## src/design/spims_pkg.sv

```systemverilog
package spims_pkg;
    // ****************************************
    // register map
    // ****************************************
    localparam logic [1:0] ADDR_CTRL      = 2'h0;
    localparam logic [1:0] ADDR_STATUS    = 2'h1;
    localparam logic [1:0] ADDR_DATA      = 2'h2;
    // ****************************************
    // control field positions
    // ****************************************
    localparam int         CTRL_IRQ_EN    = 7;
    localparam int         CTRL_ENABLE    = 6;
    localparam int         CTRL_ORDER     = 5;
    localparam int         CTRL_MASTER    = 4;
    localparam int         CTRL_CLOCK_POLARITY      = 3;
    localparam int         CTRL_CLOCK_PHASE      = 2;
    localparam int         CTRL_RATE_HI   = 1;
    localparam int         CTRL_RATE_LO   = 0;
    // ****************************************
    // status field positions and resets
    // ****************************************
    localparam int         STAT_DONE      = 7;
    localparam int         STAT_WRITE_COLLISION_FLAG      = 6;
    localparam int         STAT_DBL       = 0;
    localparam logic [7:0] CTRL_RESET     = 8'h00;
    localparam logic [7:0] STAT_RESET     = 8'h00;
    // ****************************************
    // timing
    // ****************************************
    localparam int         BITS_PER_XFER  = 8;
    localparam logic [6:0] HALF_DIV4      = 7'h01;
    localparam logic [6:0] HALF_DIV16     = 7'h07;
    localparam logic [6:0] HALF_DIV64     = 7'h1F;
    localparam logic [6:0] HALF_DIV128    = 7'h3F;
    localparam logic [6:0] HALF_DIV2      = 7'h00;
    localparam logic [6:0] HALF_DIV8      = 7'h03;
    localparam logic [6:0] HALF_DIV32     = 7'h0F;
endpackage : spims_pkg

```

## src/design/spims_port.sv

```systemverilog
`timescale 1ns/1ps
// What this block does
// - phase zero samples leading, else trailing
// - drive and capture on opposite edges
// - polarity and phase form modes 0-3
// - rate bits affect master clock only
// - divide by 4/16/64/128, double 2/8/32/64
// - done flag bit 7 raises interrupt request
// - select low in master sets done
// - done clears on vector or status-data
// - data write mid-transfer sets collision bit 6
// - status then data access clears both flags
// - status bits five to one read zero
// - double speed bit halves clock period
// - data write loads shifter, starts transfer as master
// - data read returns receive buffer
// - clock idles at polarity level
// - order bit set sends lsb first
// - slave deselect resets bit count, drops bits
// - select low in master drops to slave
module spims_port (
    // clock and reset
    input  wire logic       i_clk,
    input  wire logic       i_srst,
    // register port
    input  wire logic [1:0] i_addr,
    input  wire logic [7:0] i_wdata,
    input  wire logic       i_wr,
    input  wire logic       i_rd,
    output logic      [7:0] o_rdata,
    // interrupt handshake
    input  wire logic       i_gie,
    input  wire logic       i_irq_ack,
    output logic            o_irq,
    // serial pins
    input  wire logic       i_sck,
    output logic            o_sck,
    output logic            o_sck_oe,
    input  wire logic       i_mosi,
    output logic            o_mosi,
    output logic            o_mosi_oe,
    input  wire logic       i_miso,
    output logic            o_miso,
    output logic            o_miso_oe,
    input  wire logic       i_ss_n,
    input  wire logic       i_ss_is_input
);
    // ****************************************
    // state
    // ****************************************
    typedef enum logic [0:0] {
        SPIMS_IDLE = 1'b0,
        SPIMS_BUSY = 1'b1
    } spims_mode_t;

    typedef struct packed {
        spims_mode_t mode;
        logic [7:0]  ctrl;
        logic        done;
        logic        write_collision_flag;
        logic        dbl;
        logic        armed;
        logic [7:0]  shift;
        logic [7:0]  rxbuf;
        logic [3:0]  edges;
        logic [6:0]  div;
        logic        sck;
        logic        sin;
        logic        sout;
        logic        sck_prev;
        logic [7:0]  rdata;
        logic        irq;
    } spims_state_t;

    spims_state_t s_reg;
    spims_state_t s_next;

    logic       master;
    logic       clock_polarity;
    logic       clock_phase;
    logic       lsb_first;
    logic       enable;
    logic [6:0] half;
    logic       tick;
    logic       lead;
    logic       trail;
    logic       data_acc;
    logic       wr_data;
    logic       slv_sel;
    logic       out_bit;

    assign master    = s_reg.ctrl[spims_pkg::CTRL_MASTER];
    assign clock_polarity      = s_reg.ctrl[spims_pkg::CTRL_CLOCK_POLARITY];
    assign clock_phase      = s_reg.ctrl[spims_pkg::CTRL_CLOCK_PHASE];
    assign lsb_first = s_reg.ctrl[spims_pkg::CTRL_ORDER];
    assign enable    = s_reg.ctrl[spims_pkg::CTRL_ENABLE];
    assign data_acc  = (i_wr || i_rd) && i_addr == spims_pkg::ADDR_DATA;
    assign wr_data   = i_wr && i_addr == spims_pkg::ADDR_DATA;
    assign slv_sel   = enable && !master && !i_ss_n;
    assign out_bit   = lsb_first ? s_reg.shift[0] : s_reg.shift[7];

    // divider half period, ignored by a slave
    always_comb begin
        case ({s_reg.dbl, s_reg.ctrl[spims_pkg::CTRL_RATE_HI], s_reg.ctrl[spims_pkg::CTRL_RATE_LO]})
            3'h0:    half = spims_pkg::HALF_DIV4;
            3'h1:    half = spims_pkg::HALF_DIV16;
            3'h2:    half = spims_pkg::HALF_DIV64;
            3'h3:    half = spims_pkg::HALF_DIV128;
            3'h4:    half = spims_pkg::HALF_DIV2;
            3'h5:    half = spims_pkg::HALF_DIV8;
            3'h6:    half = spims_pkg::HALF_DIV32;
            default: half = spims_pkg::HALF_DIV64;
        endcase
    end

    // ****************************************
    // edge detection
    // ****************************************
    // slave clock is taken as synchronous; the quarter-rate limit keeps edges apart
    always_comb begin
        tick  = master && s_reg.mode == SPIMS_BUSY && s_reg.div == half;
        lead  = 1'b0;
        trail = 1'b0;
        if (master) begin
            lead  = tick && (s_reg.sck == clock_polarity);
            trail = tick && (s_reg.sck != clock_polarity);
        end else if (slv_sel) begin
            lead  = (i_sck != s_reg.sck_prev) && (i_sck != clock_polarity);
            trail = (i_sck != s_reg.sck_prev) && (i_sck == clock_polarity);
        end
    end

    // ****************************************
    // next state
    // ****************************************
    always_comb begin
        s_next          = s_reg;
        s_next.sck_prev = i_sck;
        s_next.rdata    = 8'h00;
        // register reads, one cycle late
        if (i_rd) begin
            case (i_addr)
                spims_pkg::ADDR_CTRL:   s_next.rdata = s_reg.ctrl;
                spims_pkg::ADDR_STATUS: s_next.rdata = {s_reg.done, s_reg.write_collision_flag, 5'h00, s_reg.dbl};
                spims_pkg::ADDR_DATA:   s_next.rdata = s_reg.rxbuf;
                default:                s_next.rdata = 8'h00;
            endcase
        end
        // flag clearing by status then data access
        if (i_rd && i_addr == spims_pkg::ADDR_STATUS && (s_reg.done || s_reg.write_collision_flag)) begin
            s_next.armed = 1'b1;
        end
        if (data_acc && s_reg.armed) begin
            s_next.done  = 1'b0;
            s_next.write_collision_flag  = 1'b0;
            s_next.armed = 1'b0;
        end
        if (i_irq_ack) begin
            s_next.done = 1'b0;
        end
        if (i_wr && i_addr == spims_pkg::ADDR_CTRL) begin
            s_next.ctrl = i_wdata;
        end
        if (i_wr && i_addr == spims_pkg::ADDR_STATUS) begin
            s_next.dbl = i_wdata[spims_pkg::STAT_DBL];
        end
        // data write: start or collide
        if (wr_data && enable) begin
            if (s_reg.mode == SPIMS_BUSY) begin
                s_next.write_collision_flag = 1'b1;
            end else begin
                s_next.shift = i_wdata;
                s_next.edges = 4'h0;
                s_next.div   = 7'h00;
                s_next.sout  = lsb_first ? i_wdata[0] : i_wdata[7];
                if (master) begin
                    s_next.mode = SPIMS_BUSY;
                end
            end
        end
        // slave becomes busy on its first edge while selected
        if (slv_sel && (lead || trail) && s_reg.mode == SPIMS_IDLE) begin
            s_next.mode = SPIMS_BUSY;
        end
        if (master && s_reg.mode == SPIMS_BUSY) begin
            s_next.div = tick ? 7'h00 : s_reg.div + 7'h01;
            if (tick) begin
                s_next.sck = ~s_reg.sck;
            end
        end
        // shifting: sample on one edge, change on the other
        if (s_reg.mode == SPIMS_BUSY || slv_sel) begin
            if ((lead && !clock_phase) || (trail && clock_phase)) begin
                s_next.sin = master ? i_miso : i_mosi;
            end
            if ((trail && !clock_phase) || (lead && clock_phase)) begin
                s_next.edges = s_reg.edges; // shift happens below
            end
            if (lead || trail) begin
                s_next.edges = s_reg.edges + 4'h1;
            end
            // commit sampled bit at each sample edge into shift register
            if ((lead && !clock_phase) || (trail && clock_phase)) begin
                s_next.shift = lsb_first ? {(master ? i_miso : i_mosi), s_reg.shift[7:1]}
                                         : {s_reg.shift[6:0], (master ? i_miso : i_mosi)};
            end
            if ((trail && !clock_phase) || (lead && clock_phase)) begin
                s_next.sout = out_bit;
            end
            if (lead && clock_phase) begin
                s_next.sout = out_bit;
            end
            if ((lead || trail) && s_reg.edges == 4'(2 * spims_pkg::BITS_PER_XFER - 1)) begin
                s_next.mode  = SPIMS_IDLE;
                s_next.done  = 1'b1;
                s_next.edges = 4'h0;
                s_next.rxbuf = ((lead && !clock_phase) || (trail && clock_phase)) ? s_next.shift : s_reg.shift;
            end
        end
        // slave deselect drops a partial byte
        if (!master && i_ss_n && s_reg.mode == SPIMS_BUSY) begin
            s_next.mode  = SPIMS_IDLE;
            s_next.edges = 4'h0;
        end
        // another master selects us
        if (enable && master && i_ss_is_input && !i_ss_n) begin
            s_next.ctrl[spims_pkg::CTRL_MASTER] = 1'b0;
            s_next.done  = 1'b1;
            s_next.mode  = SPIMS_IDLE;
            s_next.edges = 4'h0;
        end
        if (s_next.mode == SPIMS_IDLE) begin
            s_next.sck = s_next.ctrl[spims_pkg::CTRL_CLOCK_POLARITY];
        end
        s_next.irq = s_next.done && s_next.ctrl[spims_pkg::CTRL_IRQ_EN] && i_gie;
    end

    always_ff @(posedge i_clk) begin
        if (i_srst) begin
            s_reg      <= '0;
            s_reg.mode <= SPIMS_IDLE;
        end else begin
            s_reg <= s_next;
        end
    end

    // ****************************************
    // outputs
    // ****************************************
    // the data write drives the first bit in either phase; sout holds it
    assign o_rdata   = s_reg.rdata;
    assign o_irq     = s_reg.irq;
    assign o_sck     = s_reg.sck;
    assign o_sck_oe  = enable && master;
    assign o_mosi    = s_reg.sout;
    assign o_mosi_oe = enable && master;
    assign o_miso    = s_reg.sout;
    assign o_miso_oe = enable && !master && !i_ss_n;

    // ****************************************
    // checks
    // ****************************************
    AST_IDLE_LEVEL: assert property (@(posedge i_clk) disable iff (i_srst)
        (s_reg.mode == SPIMS_IDLE && master && $stable(clock_polarity) && $past(s_reg.mode) == SPIMS_IDLE) |-> o_sck == clock_polarity)
        else $error("sck not at idle level");
    AST_WRITE_COLLISION_FLAG_SET: assert property (@(posedge i_clk) disable iff (i_srst)
        (wr_data && enable && s_reg.mode == SPIMS_BUSY) |=> s_reg.write_collision_flag)
        else $error("collision not flagged");
    AST_RESERVED: assert property (@(posedge i_clk) disable iff (i_srst)
        (i_rd && i_addr == spims_pkg::ADDR_STATUS) |=> o_rdata[5:1] == 5'h00)
        else $error("reserved status bits nonzero");
    AST_SS_DROP: assert property (@(posedge i_clk) disable iff (i_srst)
        (enable && master && i_ss_is_input && !i_ss_n) |=> !master && s_reg.done)
        else $error("master not released");
    AST_START: assert property (@(posedge i_clk) disable iff (i_srst)
        (wr_data && enable && master && s_reg.mode == SPIMS_IDLE && !(i_ss_is_input && !i_ss_n))
        |=> s_reg.mode == SPIMS_BUSY && s_reg.shift == $past(i_wdata))
        else $error("transfer not started");
    AST_FAST_TICK: assert property (@(posedge i_clk) disable iff (i_srst)
        (s_reg.mode == SPIMS_BUSY && master && s_reg.dbl && s_reg.ctrl[1:0] == 2'h0 && !i_wr && tick)
        |=> (tick || s_reg.mode == SPIMS_IDLE))
        else $error("double speed period wrong");
    AST_IRQ: assert property (@(posedge i_clk) disable iff (i_srst)
        o_irq |-> $past(s_next.done))
        else $error("irq without done");
    AST_SLAVE_RESET: assert property (@(posedge i_clk) disable iff (i_srst)
        (!master && i_ss_n && s_reg.mode == SPIMS_BUSY) |=> s_reg.mode == SPIMS_IDLE && s_reg.edges == 4'h0)
        else $error("slave not reset on deselect");
endmodule : spims_port

```

## config.mk

```make
export PLATFORM = sky130hd
export DESIGN_NAME = spims_port
export DESIGN_NICKNAME = d
export VERILOG_FILES = /design/src/design/spims_pkg.sv /design/src/design/spims_port.sv
export SDC_FILE = /design/constraint.sdc
export NUM_CORES = 1
export LEC_CHECK = 0
export ABC_AREA = 0
export BUFFER_PORTS_ARGS = -buffer_cell sky130_fd_sc_hd__clkbuf_2
export CORE_AREA = 2 2 86 88
export DETAILED_ROUTE_END_ITERATION = 12
export DIE_AREA = 0 0 88 90
export PLACE_DENSITY_LB_ADDON = 0.08
export SLEW_MARGIN = 10
export SYNTH_ARGS = -nofsm -noshare
export SYNTH_HDL_FRONTEND = slang
export SYNTH_SLANG_ARGS = --single-unit
```

## constraint.sdc

```tcl
create_clock -name i_clk -period 5.8 [get_ports i_clk]
set_input_delay 0.29 -clock i_clk [delete_from_list [all_inputs] [get_ports i_clk]]
set_output_delay 0.29 -clock i_clk [all_outputs]
set_load 0.02 [all_outputs]
```

==> flow_metrics.env <==
export IMPL_r2r_start="s_reg[41]$_SDFFE_PP0P_"
export IMPL_finalSetupViolations=0
export IMPL_initial_core_util_pct=38.4
export IMPL_status="complete, no violations"
export IMPL_fin_crit_sh_pct=46.9
export IMPL_grtUsageTotal_pct=17.1
export IMPL_ir_worst_vdd_v=0.0000805
export IMPL_worstPathMaxFanout=22
export IMPL_portBuffers=35
export IMPL_clk_pin_slew_ns=0.10
export IMPL_nets=361
export IMPL_finalHoldViolCount=0
export IMPL_async_flop_share_pct=0
export IMPL_synth_top_cell_area_share_pct=38.6
export IMPL_clock_sinks=52
export IMPL_rr_endpoint="s_reg[33]$_SDFF_PP0_"
export IMPL_synthCells=319
export IMPL_intPower_uw=481
export IMPL_area_growth_pct=9.55
export IMPL_io_pins=36
export IMPL_grt_use_met2_pct=27.0
export IMPL_core_area_um2=7020
export IMPL_cts_tree="built"
export IMPL_diodes=0
export IMPL_antenna_found_initial=0
export IMPL_switching_share_pct=25.0
export IMPL_wirelength_mm=6.49
export IMPL_slew_headroom_pct=45.8
export IMPL_grt_met1_usage_pct=23.9
export IMPL_hp_start="i_gie"
export IMPL_slew_violations=0
export IMPL_die_area_um2=7920
export IMPL_antenna_left=0
export IMPL_vias_per_cell=5.11
export IMPL_layout_drive_gt1_share_pct=15.3
export IMPL_cp_data_required_time_ns=5.96
export IMPL_ys_seq_area_share_pct=38.6
export IMPL_vias=2237
export IMPL_post_cts_resized=0
export IMPL_pwr_share_seq_pct=57.7
export IMPL_clockBufferDepth=2
export IMPL_fin_util_pct=42.1
export IMPL_gp_congestion=0.821
export IMPL_crit_chain="inv_2 > a221o_1 > a2111o_1 > or3_1 > a31oi_4 > and2_1 > nor3_1"
export IMPL_max_stage_delay_ns=0.57
export IMPL_r2r_slack_ns=3.08
export IMPL_total_power_uw=642
export IMPL_first_iter_violations=111
export IMPL_drt_pass1_iter_count=4
export IMPL_cap_violations=0
export IMPL_cts_setup_buffers=0
export IMPL_postSynthAreaPerCell_um2=8.46
export IMPL_synth_distinct_cells=51
export IMPL_reg2regPathDepth=7
export IMPL_grt_pass1_vias=2127
export IMPL_p_leak_uw=0.00110
export IMPL_hold_path_class="in2reg"
export IMPL_gr_total_overflow=0
export IMPL_largest_reg_flops=36
export IMPL_cp_startpoint="s_reg[41]$_SDFFE_PP0P_"
export IMPL_crit_type="reg2reg"
export IMPL_holdWs_ns=0.182
export IMPL_ctsHoldBuffers=0
export IMPL_netlist_area_um2=2700
export IMPL_rows=31
export IMPL_critPathLaunchType="flip-flop"
export IMPL_dp_hpwl_mm=4.80
export IMPL_cts_buffers=5
export IMPL_pre_cts_ws_ns=3.11
export IMPL_drc_errors=0
export IMPL_setup_tns_ns=0
export IMPL_synth_area_leader_cell="dfxtp_1"
export IMPL_busiest_layer="met2"
export IMPL_cp_end_kind="flip-flop"
export IMPL_grt_first_pass_wirelength_mm=10.7
export IMPL_endpoint="s_reg[33]$_SDFF_PP0_"
export IMPL_grt_start_max_net_pins=38
export IMPL_clockPowerShare_pct=34.2
export IMPL_wl_per_cell_um=14.8
export IMPL_synth_seq_cells=52
export IMPL_fmax_mhz=368
export IMPL_syn_nets=342
export IMPL_arrival_ns=2.88
export IMPL_fin_crit_ns=2.72
export IMPL_clock_root_buffer="clkbuf_8"
export IMPL_ys_warn_count=0
export IMPL_synth_main_ff_cell="dfxtp_1"
export IMPL_powerDensity_nw_per_um2=217
export IMPL_die_w_um=88
export IMPL_setup_slack_ns=3.08
export IMPL_cts_htree_levels=2
export IMPL_comb_power_share_pct=8.1
export IMPL_switching_power_uw=160
export IMPL_synth_edff_count=0
export IMPL_tightest_slew_ns=0.813
export IMPL_clock_skew_ns=0.0122
export IMPL_grt_util_met3_pct=3.12
export IMPL_clk_latency_ns=0.31
export IMPL_die_height_um=90
export IMPL_synth_area_leaders="dfxtp_1, mux2i_1, nor2_1"
export IMPL_slowest_stage="a31oi_4"
export IMPL_rsz0062_at_grt="no"
[stage by stage]
step                area, um^2  instances
floorplan                 2700        319
global placement          2860        430
detailed placement        2860        430
CTS                       2960        438
global route              2960        438
finish                    2960        438
[final cells by class]
class / count / area (um^2)
fillers: 731 / 4060
clock buffers: 7 / 86.3
clock inverters: 1 / 7.51
multi-input cells: 238 / 1500
flip-flops and latches: 52 / 1040
well taps: 99 / 124
repair buffers: 36 / 183
inverters: 5 / 18.8
[power by group through the flow]
stage / logic [uW] / clock network, uW / registers, uW
6_report: 51.7 / 220 / 371
5_1_grt: 57.5 / 249 / 372
4_1_cts: 52.0 / 229 / 370
3_5_place_dp: 51.8 / 0 / 379
3_3_place_gp: 51.9 / 0 / 379
2_1_floorplan: 37.9 / 0 / 375
[metal layers]
layer  vias up  wire length, um  part of all wire [%]
li1       1164                -                     -
met1      1032             3250                    50
met2        36             2950                    45
met3         5              210                   3.2
met4         0               77                   1.2
met5         -                0                     0
[cells in the final DEF (no fill, tap or decap), types with 2 or more instances in the layout]
cell type   n
or3_1       2
mux2_2      3
mux2_1      2
clkbuf_2   35
a21oi_1    21
a31oi_1     5
inv_1       4
a311oi_1    3
or2_2       2
clkbuf_8    6
a22oi_1     3
o21ai_0     5
nor2_1     40
mux2i_1    29
a211oi_1    7
xnor2_1     4
o211ai_1    2
nor2b_1     4
dfxtp_1    52
nand3_1     7
o21ai_1    12
o21bai_1    2
nor3_1     12
and3_1      5
nor3b_1     2
nand2b_1    2
and2_1     15
nand2_1    27
ha_1        2
nand3b_1    2
[cells in the mapped netlist (all sizes together) (5+ instances only)]
cell and instances:
mux2i 29, o21ai 17, mux2 5, a21oi 21, nand2 27, buf 14
a211oi 7, and3 5, clkbuf 10, and2 15, a31oi 6, dfxtp 52
nand3 7, nor3 12, nor2 40, inv 5
[how the worst min path moves through the flow]
stage | endpoint | cells after the start
6_report | o_irq$_SDFF_PP0_ | 3
5_1_grt | o_irq$_SDFF_PP0_ | 3
4_1_cts | o_irq$_SDFF_PP0_ | 3
3_3_place_gp | s_reg[26]$_SDFFE_PP0P_ | 2
3_5_place_dp | s_reg[26]$_SDFFE_PP0P_ | 2
2_1_floorplan | o_irq$_SDFF_PP0_ | 2
[cell families after synthesis]
family                     Yosys count  share of synthesized area, %
adders and majority gates            2                         0.927
and+or+nand+nor                    125                          22.3
xor gates and xnor gates             5                          1.62
buffers and inverters               29                          5.98
muxes                               34                          12.8
AOI/OAI and AO/OA                   72                          17.8
DFF                                 52                          38.6
[critical path: cells and delay by family, from the launching register on]
family	cells	cell delay [ns]
AOI/OAI and AO/OA	3	1.36
DFF	1	0.43
buffers and inverters	1	0.05
and+or+nand+nor	3	0.72
No activity file was read; power rests on OpenSTA's default activity.
